[src/bls_pkg.sv]
`default_nettype none
package bls_pkg;

  // Operation classes recognised by the execute stage.
  typedef enum logic [3:0] {
    OP_NOP, OP_ADD, OP_ANDF, OP_ANDL, OP_BCLR,
    OP_BSET, OP_TSTZ, OP_TST1, OP_CLEAR_ACCUM, OP_DIR_LOAD
  } bls_op_e;

  // Sequencer states, one-hot.
  typedef enum logic [2:0] {
    ST_IDLE = 3'h1,
    ST_EXEC = 3'h2,
    ST_STALL = 3'h4
  } bls_state_e;

  // Result of the execute stage with its flags.
  typedef struct packed {
    logic [7:0] res;
    logic c;
    logic half_nibble_flag;
    logic z;
  } bls_alu_s;

  // Register byte offsets on the bus.
  localparam logic [7:0] OFS_INSTR = 8'h00;
  localparam logic [7:0] OFS_ACCUM = 8'h04;
  localparam logic [7:0] OFS_CORE = 8'h08;
  localparam logic [7:0] OFS_PC = 8'h0c;
  localparam logic [7:0] OFS_FSEL = 8'h10;
  localparam logic [7:0] OFS_FDATA = 8'h14;

  // File register indices with special meaning.
  localparam logic [4:0] IDX_TIMER = 5'h01;
  localparam logic [4:0] IDX_PCL = 5'h02;
  localparam logic [4:0] IDX_STATUS = 5'h03;
  localparam logic [4:0] IDX_PORT = 5'h06;
  localparam int FILE_DEPTH = 32;

  // Flag positions in the status file register.
  localparam int FLG_C = 0;
  localparam int FLG_HALF_NIBBLE = 1;
  localparam int FLG_Z = 2;

  // Operand field of the direction load for the second port.
  localparam logic [2:0] DIR_LOAD_PORT_SEL = 3'h6;

  // Reset values.
  localparam logic [7:0] RST_DIR = 8'hff;
  localparam logic [9:0] RST_PC = 10'h000;

  // Index of the last oscillator period in an instruction cycle.
  localparam logic [1:0] CYC_LAST = 2'h3;

endpackage
`default_nettype wire
[src/bls_core.sv]
// Behaviour
// RULE1: PC writes except branch clear PC bit eight
// RULE2: Port read-modify-write uses pin levels
// RULE3: Direction load six copies accumulator to port
// RULE4: Timer register writes clear assigned prescaler
// RULE5: Add sums accumulator and file, sets flags
// RULE6: Destination bit picks accumulator or file
// RULE7: Bit clear zeroes chosen bit, flags kept
// RULE8: Bit set raises chosen bit, flags kept
// RULE9: And literal updates accumulator and zero only
// RULE10: And file updates destination and zero only
// RULE11: Test skips next when bit is zero
// RULE12: Test skips next when bit is one
// RULE13: Skipped instruction runs as no-operation
// RULE14: Clear accumulator zeroes it, sets zero flag
// RULE15: Four clocks per cycle, two on PC change
// RULE16: Zero, carry, digit carry computed correctly
`timescale 1ns/10ps
`default_nettype none
module bls_core (
  // Clock and reset.
  input wire logic i_mclk,
  input wire logic i_sys_rst,
  // Register bus.
  input wire logic i_psel,
  input wire logic i_penable,
  input wire logic i_pwrite,
  input wire logic [7:0] i_paddr,
  input wire logic [31:0] i_pwdata,
  output logic [31:0] o_prdata,
  output logic o_pready,
  output logic o_pslverr,
  // Second port pins.
  input wire logic [7:0] i_port_pins,
  output logic [7:0] o_port_out,
  output logic [7:0] o_port_oe,
  output logic [7:0] o_port_dir,
  // Timer prescaler.
  input wire logic i_presc_on_timer,
  output logic o_presc_clr
);

  // Opcode decoding, shared by execution and checks.
  function automatic bls_pkg::bls_op_e op_decode(input logic [11:0] ins);
    bls_pkg::bls_op_e op;
    op = bls_pkg::OP_NOP;
    if (ins[11:6] == 6'h07) op = bls_pkg::OP_ADD;
    else if (ins[11:6] == 6'h05) op = bls_pkg::OP_ANDF;
    else if (ins[11:8] == 4'he) op = bls_pkg::OP_ANDL;
    else if (ins[11:8] == 4'h4) op = bls_pkg::OP_BCLR;
    else if (ins[11:8] == 4'h5) op = bls_pkg::OP_BSET;
    else if (ins[11:8] == 4'h6) op = bls_pkg::OP_TSTZ;
    else if (ins[11:8] == 4'h7) op = bls_pkg::OP_TST1;
    else if (ins == 12'h040) op = bls_pkg::OP_CLEAR_ACCUM;
    else if (ins[11:3] == 9'h000) op = bls_pkg::OP_DIR_LOAD;
    return op;
  endfunction

  bls_pkg::bls_state_e state_q, state_d;
  logic [1:0] phase_q;
  logic [11:0] instr_q;
  logic [7:0] acc_q;
  logic [9:0] pc_q;
  logic [4:0] fsel_q;
  logic skip_q, disc_q;
  logic [7:0] dir_q, oe_q;
  logic presc_q;
  logic [31:0] prdata_q;
  logic pready_q, pslverr_q;
  logic [7:0] file_q [bls_pkg::FILE_DEPTH];

  // Operand fields.
  wire [4:0] f_idx = instr_q[4:0];
  wire d_bit = instr_q[5];
  wire [2:0] b_idx = instr_q[7:5];
  wire [7:0] k_lit = instr_q[7:0];

  // A discarded instruction after a taken skip executes as a no-op.
  wire bls_pkg::bls_op_e op_v = disc_q ? bls_pkg::OP_NOP
                                       : op_decode(instr_q); // [RULE13]
  wire commit = (state_q == bls_pkg::ST_EXEC) &&
                (phase_q == bls_pkg::CYC_LAST);

  // Source operand; port reads see the pins, not the output latch.
  wire [7:0] src_v = (f_idx == bls_pkg::IDX_PORT) ? i_port_pins :
                     (f_idx == bls_pkg::IDX_PCL) ? pc_q[7:0] :
                     file_q[f_idx]; // [RULE2]

  // Arithmetic and logic.
  wire [8:0] sum9 = {1'b0, acc_q} + {1'b0, src_v}; // [RULE5]
  wire [4:0] hsum = {1'b0, acc_q[3:0]} + {1'b0, src_v[3:0]};
  wire [7:0] bmask = 8'h01 << b_idx;
  wire is_add = (op_v == bls_pkg::OP_ADD);
  wire is_andf = (op_v == bls_pkg::OP_ANDF);
  wire is_bit = (op_v == bls_pkg::OP_BCLR) || (op_v == bls_pkg::OP_BSET);
  wire [7:0] res_v =
    is_add ? sum9[7:0] :
    is_andf ? (acc_q & src_v) : // [RULE10]
    (op_v == bls_pkg::OP_ANDL) ? (acc_q & k_lit) : // [RULE9]
    (op_v == bls_pkg::OP_BCLR) ? (src_v & ~bmask) : // [RULE7]
    (op_v == bls_pkg::OP_BSET) ? (src_v | bmask) : // [RULE8]
    8'h00; // [RULE14]
  wire bls_pkg::bls_alu_s alu = '{res: res_v, c: sum9[8],
                                   half_nibble_flag: hsum[4],
                                   z: (res_v == 8'h00)}; // [RULE16]

  // Destinations and flag updates.
  wire wr_file = ((is_add || is_andf) && d_bit) || is_bit; // [RULE6]
  wire wr_acc = ((is_add || is_andf) && !d_bit) ||
                (op_v == bls_pkg::OP_ANDL) ||
                (op_v == bls_pkg::OP_CLEAR_ACCUM); // [RULE6]
  wire upd_z = is_add || is_andf || (op_v == bls_pkg::OP_ANDL) ||
               (op_v == bls_pkg::OP_CLEAR_ACCUM);
  wire pc_wr = commit && wr_file && (f_idx == bls_pkg::IDX_PCL);
  wire skip_take = ((op_v == bls_pkg::OP_TSTZ) && !src_v[b_idx]) ||
                   ((op_v == bls_pkg::OP_TST1) && src_v[b_idx]);
  wire timer_hit = commit && wr_file && (f_idx == bls_pkg::IDX_TIMER);
  wire dir_load_hit = commit && (op_v == bls_pkg::OP_DIR_LOAD) &&
                      (instr_q[2:0] == bls_pkg::DIR_LOAD_PORT_SEL);

  // Register bus decode. Writes wait while an instruction runs so the
  // core state never changes under software's feet.
  wire busy = (state_q != bls_pkg::ST_IDLE);
  wire a_instr = (i_paddr == bls_pkg::OFS_INSTR);
  wire a_accum = (i_paddr == bls_pkg::OFS_ACCUM);
  wire a_core = (i_paddr == bls_pkg::OFS_CORE);
  wire a_pc = (i_paddr == bls_pkg::OFS_PC);
  wire a_fsel = (i_paddr == bls_pkg::OFS_FSEL);
  wire a_fdata = (i_paddr == bls_pkg::OFS_FDATA);
  wire mapped = a_instr || a_accum || a_core || a_pc || a_fsel || a_fdata;
  wire bus_take = i_psel && i_penable && !pready_q && !(i_pwrite && busy);
  wire bus_wr = i_psel && i_penable && pready_q && i_pwrite && !pslverr_q;
  wire start = bus_wr && a_instr;
  wire [7:0] fsel_rd = (fsel_q == bls_pkg::IDX_PORT) ? i_port_pins :
                       file_q[fsel_q];
  wire [31:0] rd_v =
    a_instr ? {20'h00000, instr_q} :
    a_accum ? {24'h000000, acc_q} :
    a_core ? {30'h00000000, skip_q, busy} :
    a_pc ? {22'h000000, pc_q} :
    a_fsel ? {27'h0000000, fsel_q} :
    a_fdata ? {24'h000000, fsel_rd} : 32'h00000000;

  // Sequencer: four clocks per instruction cycle, one more cycle
  // when the program counter is written.
  always_comb begin
    state_d = state_q;
    case (state_q)
      bls_pkg::ST_IDLE: begin
        if (start) state_d = bls_pkg::ST_EXEC;
      end
      bls_pkg::ST_EXEC: begin
        if (commit) begin
          state_d = pc_wr ? bls_pkg::ST_STALL : bls_pkg::ST_IDLE; // [RULE15]
        end
      end
      bls_pkg::ST_STALL: begin
        if (phase_q == bls_pkg::CYC_LAST) state_d = bls_pkg::ST_IDLE;
      end
      default: state_d = bls_pkg::ST_IDLE;
    endcase
  end

  // State and phase counter.
  always_ff @(posedge i_mclk) begin
    if (i_sys_rst) begin
      state_q <= bls_pkg::ST_IDLE;
      phase_q <= 2'h0;
    end else begin
      state_q <= state_d;
      phase_q <= busy ? phase_q + 2'h1 : 2'h0; // [RULE15]
    end
  end

  // Instruction latch and skip tracking; a new skip is set only at
  // commit, which never meets a start, so no event is lost.
  always_ff @(posedge i_mclk) begin
    if (i_sys_rst) begin
      instr_q <= 12'h000;
      skip_q <= 1'b0;
      disc_q <= 1'b0;
    end else if (start) begin
      instr_q <= i_pwdata[11:0];
      disc_q <= skip_q; // [RULE13]
      skip_q <= 1'b0;
    end else if (commit) begin
      skip_q <= skip_take; // [RULE11] [RULE12]
    end
  end

  // Accumulator.
  always_ff @(posedge i_mclk) begin
    if (i_sys_rst) acc_q <= 8'h00;
    else if (commit && wr_acc) acc_q <= alu.res; // [RULE6]
    else if (bus_wr && a_accum) acc_q <= i_pwdata[7:0];
  end

  // Program counter; a computed write clears bit eight.
  always_ff @(posedge i_mclk) begin
    if (i_sys_rst) pc_q <= bls_pkg::RST_PC;
    else if (pc_wr) pc_q <= {pc_q[9], 1'b0, alu.res}; // [RULE1]
    else if (commit) pc_q <= pc_q + 10'h001;
  end

  // File registers; the status entry takes flags over any data write.
  for (genvar gi = 0; gi < bls_pkg::FILE_DEPTH; gi++) begin : g_file
    wire hit = commit && wr_file && (f_idx == 5'(gi));
    wire sw = bus_wr && a_fdata && (fsel_q == 5'(gi));
    if (gi == int'(bls_pkg::IDX_STATUS)) begin : g_stat
      wire [7:0] base = hit ? alu.res : sw ? i_pwdata[7:0] : file_q[gi];
      always_ff @(posedge i_mclk) begin
        if (i_sys_rst) begin
          file_q[gi] <= 8'h00;
        end else begin
          file_q[gi] <= base;
          if (commit && upd_z) file_q[gi][bls_pkg::FLG_Z] <= alu.z;
          if (commit && is_add) begin
            file_q[gi][bls_pkg::FLG_C] <= alu.c; // [RULE5]
            file_q[gi][bls_pkg::FLG_HALF_NIBBLE] <= alu.half_nibble_flag;
          end
        end
      end
    end else begin : g_plain
      always_ff @(posedge i_mclk) begin
        if (i_sys_rst) file_q[gi] <= 8'h00;
        else if (hit) file_q[gi] <= alu.res; // [RULE6]
        else if (sw) file_q[gi] <= i_pwdata[7:0];
      end
    end
  end

  // Direction latches, output enables and prescaler clear pulse.
  always_ff @(posedge i_mclk) begin
    if (i_sys_rst) begin
      dir_q <= bls_pkg::RST_DIR;
      oe_q <= ~bls_pkg::RST_DIR;
      presc_q <= 1'b0;
    end else begin
      if (dir_load_hit) begin
        dir_q <= acc_q; // [RULE3]
        oe_q <= ~acc_q;
      end
      presc_q <= timer_hit && i_presc_on_timer; // [RULE4]
    end
  end

  // Bus slave: one wait state, more for a write while an instruction runs, then a registered answer.
  always_ff @(posedge i_mclk) begin
    if (i_sys_rst) begin
      pready_q <= 1'b0;
      pslverr_q <= 1'b0;
      prdata_q <= 32'h00000000;
      fsel_q <= 5'h00;
    end else begin
      pready_q <= bus_take;
      pslverr_q <= bus_take && !mapped;
      if (bus_take) prdata_q <= rd_v;
      if (bus_wr && a_fsel) fsel_q <= i_pwdata[4:0];
    end
  end

  assign o_prdata = prdata_q;
  assign o_pready = pready_q;
  assign o_pslverr = pslverr_q;
  assign o_port_out = file_q[bls_pkg::IDX_PORT];
  assign o_port_dir = dir_q;
  assign o_port_oe = oe_q;
  assign o_presc_clr = presc_q;
endmodule // bls_core
`default_nettype wire

[config.mk]
export PLATFORM = sky130hd
export DESIGN_NAME = bls_core
export DESIGN_NICKNAME = d
export VERILOG_FILES = /design/src/bls_pkg.sv /design/src/bls_core.sv
export SDC_FILE = /design/constraint.sdc
export NUM_CORES = 1
export LEC_CHECK = 0
export BUFFER_PORTS_ARGS = -buffer_cell sky130_fd_sc_hd__buf_4
export CELL_PAD_IN_SITES_DETAIL_PLACEMENT = 0
export CELL_PAD_IN_SITES_GLOBAL_PLACEMENT = 1
export CORE_MARGIN = 2
export CORE_UTILIZATION = 40
export CTS_CLUSTER_DIAMETER = 60
export DETAILED_ROUTE_END_ITERATION = 7
export GPL_ROUTABILITY_DRIVEN = 0
export PLACE_DENSITY_LB_ADDON = 0.1
export SLEW_MARGIN = 15
export SYNTH_ARGS = -nofsm -noshare
export SYNTH_HDL_FRONTEND = slang
export SYNTH_SLANG_ARGS = --single-unit
[constraint.sdc]
create_clock -name i_mclk -period 5.8 [get_ports i_mclk]
set_clock_uncertainty 0.05 [all_clocks]
set_input_delay 1.16 -clock i_mclk [delete_from_list [all_inputs] [get_ports i_mclk]]
set_output_delay 1.16 -clock i_mclk [all_outputs]
set_load 0.02 [all_outputs]
Word level (Yosys, flattened, before mapping):

Memories as Yosys holds them, arrays and structs flattened. A register that Yosys moved wholly into a read port is not among the register bits.
Index checks and enable logic that the tools add are counted.
Widths: inputs -> output; s select.

* div/mod/pow operators: 0
* shifts and indexed selects: 1
* magnitude comparators: 1
* add/subtract/negate cells: 4
* reductions and logical operators: 120
* equality and inequality tests: 94
* $mul: 0
* muxes and demuxes: 333
* bitwise gates (word level): 74

Operators with widths (count)
* $mux 8: 79
* $mux 1: 230
* $eq 5x5->1 const B: 32
* $logic_and 1x1->1: 88
* $eq 5x4->1 const B: 16
* $or 1x1->1: 66
* $eq 5x3->1 const B: 8
* $mux 4: 10
* $eq 4x3->1 const B: 8
* $mux 10: 3
* $and 8x8->8: 3
* $eq 5x2->1 const B: 4
* $mux 5: 4
* $eq 8x4->1 const B: 2
* $eq 8x5->1 const B: 2
* $logic_not 8->1: 2
* $not 8->8: 2
* $logic_or 1x1->1: 13
* $eq 12x7->1 const B: 1
* $eq 4x4->1 const B: 3
* $eq 6x3->1 const B: 2
* $mux 12: 1
* $mux 3: 4
* $add 10x1->10 const B: 1
* 26 further kinds: 43

* latch bits: 0
* ROM bits: 0
* memories kept: 1
* logic and storage cells: 644
* output and inout port bits: 59
* bits in writable memories: 256
* input port bits: 54
* register bits after elaboration: 93

Memories
* file_q: depth 32, bits a word 8, rd ports 3, clocked after Yosys merged registers in 2, wr ports 32, RTL line bls_core.sv:70 `logic [7:0] file_q [bls_pkg::FILE_DEPTH];`

Logic depth before layout (Yosys ltp):

* depth after elaboration: 22
* gate-level depth with buffers: 23

Worst setup path after synthesis:

OpenSTA, ideal clock, no wires.

* kind: reg-to-reg
* from: register (tool-made name)
* to: memory file_q[19][6], data pin
* setup time: 0.133 ns
* data arrival time: 3.998 ns
* slack: 1.619 ns
* clock period less this slack: 4.181 ns
* stages on the path, launching flop included: 22
* required time: 5.617 ns
* cell sequence: dfxtp_1 > buf_6 > buf_2 > buf_4 > nor2_1 > a22oi_1 > o21ai_0 > mux2i_1 > o211ai_1 > and2_1 > inv_1 > ha_1 > fa_1 > a21o_1 > a21oi_1 > o21bai_1 > a21oi_1 > xnor2_1 > o22ai_1 > a21oi_2 > clkbuf_1 > a22o_1

RTL lines (RTL line)
* end: declaration: bls_core.sv:70

==> summary.md <==
| Metric | Value |
|---|---|
| FP Rows | `84` |
| Grt ovf | `0` |
| Critical setup path kind | `flop to flop` |
| Mux share of post-synthesis cell area | `17.0%` |
| Fmax achieved | `186 MHz` |
| Register area | `0.00936 mm^2` |
| CTS tree | `done` |
| Inserted Diodes | `0` |
| Drt wl/cell | `34.3 um` |
| FFs w/ async S/R, synth | `0%` |
| Final nets | `1842` |
| PostCTS Resize Cnt | `0` |
| Root Buffer | `clkbuf_16` |
| Tightest Hold Check Type | `flop to flop` |
| Worst Setup End Kind | `flop` |
| CTS Hold Bufs | `0` |
| Total GRT Usage | `31.4%` |
| Post-Syn Area | `0.0211 mm^2` |
| First-pass GRT wire length | `121000 um` |
| Post-synthesis cell count | `1798` |
| Critical Path, Cell by Cell | `mux4_2 > mux4_2 > a22oi_1 > a21oi_1 > ha_1 > a21o_1 > a21oi_1 > o21ai_0 > nor2_1 > xor2_1 > o22ai_1 > a311o_2 > buf_12 > a22o_1` |
| H-Tree Depth | `2` |
| Crit share post-route | `92.7%` |
| Placed cell areas | `0.0221 mm^2` |
| Filler cells | `4846` |
| CTS buffer count | `43` |
| Total Power | `5.82 mW` |
| Vias in the first global route | `16000` |
| Input/output buffers | `72` |
| Final core occ | `45.0%` |
| RSZ-0062 raised after global routing | `no` |
| Ys flop type | `edfxtp_1` |
| Skew-Pair Late Insertion Delay | `0.61 ns` |
| Initial Util | `40.3%` |
| Commonest non-fill, non-tap cell in the layout | `edfxtp_1` |
| Maximum vdd drop | `194 uV` |
| Drt initial violations | `2296` |
| Status | `finished clean` |
| Most frequent cells in the layout | `256 x edfxtp_1, 240 x a22o_1, 134 x nor2_1` |
| Min Tclk post-route | `5.38 ns` |
| WP data required | `6.08 ns` |
| Total number of yosys warnings | `0` |
| Worst slew margin relative to its limit | `22.5%` |
| #FFs+latches synth | `339` |
| Hold Worst Slack | `0.397 ns` |
| Post-Synth Simple-Gate Area | `10.4%` |
| CP Max Fanout | `18` |
| DR DRC count | `0` |
| Area of the multi-input gates | `0.0107 mm^2` |
| Synth Area in Compound Gates | `21.9%` |
| Largest stage delay on the critical path | `0.84 ns` |
| Die area | `0.0546 mm^2` |
| # setup viols final | `0` |
| Total wire length | `85700 um` |
| Max Cap Viol | `0` |
| Sequential fraction of the synthesis area | `44.3%` |
| Largest family of logic cells by synthesized area | `compound AO/OA/AOI/OAI gates` |
| Synth Area in XOR/XNOR | `0.374%` |
| EDFF count, synth | `256` |
| 1st-pass router iterations | `6` |
| CTS Buffer Depth | `3` |
| Worst slew pin tran | `1.16 ns` |
| Setup Buffers After CTS | `0` |
| Die Width | `234 um` |
| Pwr dens | `247 mW/mm^2` |
| Post-Synth Adder-Cell Area | `0.688%` |
| Post-route design area | `0.0236 mm^2` |
| Die H | `234 um` |
| Share of layout cells above drive strength 1 | `21.8%` |
| Total number of vias | `17000` |
| Leakage Power | `8.00 nW` |
| Setup TNS | `0 ns` |
| Clk sink count | `339` |
| Detailed placement HPWL | `61200 um` |
| Max-slew violations | `0` |
| Final Hold Viols | `0` |
| Ports | `113` |
| Yosys cell types | `88` |
| Syn-to-layout area delta | `11.7%` |
| Pin count of the biggest net entering global routing | `55` |
| Avg Cell Area, Syn | `11.7 um^2` |
| Slowest CP cell | `dfxtp_2` |
| Core ar. | `0.0523 mm^2` |
| Via density | `6.79` |
| Clock Pin Slew Worst Setup and Hold Paths | `0.06 ns` |
| Initial antenna violation count | `0` |
| Startpoint Class | `flop` |
| Routed Antenna Nets | `0` |
| Crit path DAT | `5.66 ns` |
==> path summary, 6_finish.rpt <==
check / start / to / slack (ns) / cells after the start
max: flop / file_q[22][5] / 0.42 / 14
min: phase_q[0] / phase_q[0] / 0.40 / 1
max reg2reg: flop / file_q[22][5] / 0.42 / 14
min reg2reg: phase_q[0] / phase_q[0] / 0.40 / 1
==> metal layers <==
metal | global-route usage, % | vias to the layer above | part of all wire [%] | wire length, um
met3 | 4.26 | 140 | 8.5 | 7320
met4 | 11.5 | 0 | 3.6 | 3070
li1 | - | 7054 | - | -
met5 | 0 | - | 0 | 0
met2 | 46.2 | 983 | 44 | 37400
met1 | 46.9 | 8773 | 44 | 37900
==> state kept, by name (all words and copies together) (netlist names), named ones only <==
register and count:
skip_q 1, o_port_oe 8, fsel_q 5, instr_q 12
phase_q 2, acc_q 8, state_q 3, o_prdata 12
file_q 256, o_pslverr 1, o_presc_clr 1, disc_q 1
o_port_dir 8, o_pready 1, pc_q 10
==> critical path, delay by kind of cell (launching register included) <==
family	cells	cell delay [ns]
AO/OA/AOI/OAI	8	2.04
multiplexers	2	1.19
flip-flops	1	0.84
adder cells (fa/ha/maj)	1	0.37
buffers and inverters	1	0.24
XOR/XNOR	1	0.18
AND/OR/NAND/NOR	1	0.14
==> synthesized netlist by cell type, types with 9 or more instances <==
cell       count  area (um^2)
a22oi_1       20          150
mux2i_1       71          711
dfxtp_1       83         1660
o21ai_0       26          130
o22ai_1       15         93.8
a221o_1       19          190
ha_1          10          125
or2_2         10         62.6
nor2_1       134          503
nor2b_1       16          100
a22o_1       240         2100
clkbuf_2       9         45.0
edfxtp_1     256         7690
inv_1         17         63.8
a2111oi_4     15          413
a211o_1       13          114
nor3_1        27          135
a211oi_2      11          138
o211ai_1       9         67.6
and2_1        35          219
buf_4         30          225
mux4_2       123         2770
a21oi_1      106          531
nand2b_1      16          100
buf_1         23         86.3
clkbuf_1      90          338
and3_1        12         75.1
nand3_1       36          180
buf_2         58          290
mux2_2        10          113
nand2_1      110          413
==> metrics by stage <==
step                      std cells  setup WS [ns]
after floorplan                1817           1.62
after global placement         2420          0.562
after detailed placement       2420          0.518
after CTS                      2498          0.464
after global routing           2498          0.220
final                          2498          0.421
==> cell type report <==
type	count	share of cell area, %
multi-input combinational	1244	45.6
sequential	339	39.7
clock buffer	55	4.90
timing repair buffer	131	4.56
tap	688	3.65
clock inverter	23	1.24
inverter	18	0.287
==> power breakdown <==
group	internal (mW)	switching, mW
logic	0.0893	0.204
clock network	1.65	1.15
registers	2.67	0.0578
==> cells by family (layout without fill, tap and decap cells) <==
family,after synthesis,after routing
XOR/XNOR,9,9
flip-flops,339,339
buffers and inverters,234,227
multiplexers,204,204
AND/OR/NAND/NOR,445,445
other,1,20
adder cells (fa/ha/maj),11,11
AO/OA/AOI/OAI,555,555
Power figures use the tool's default switching activity.
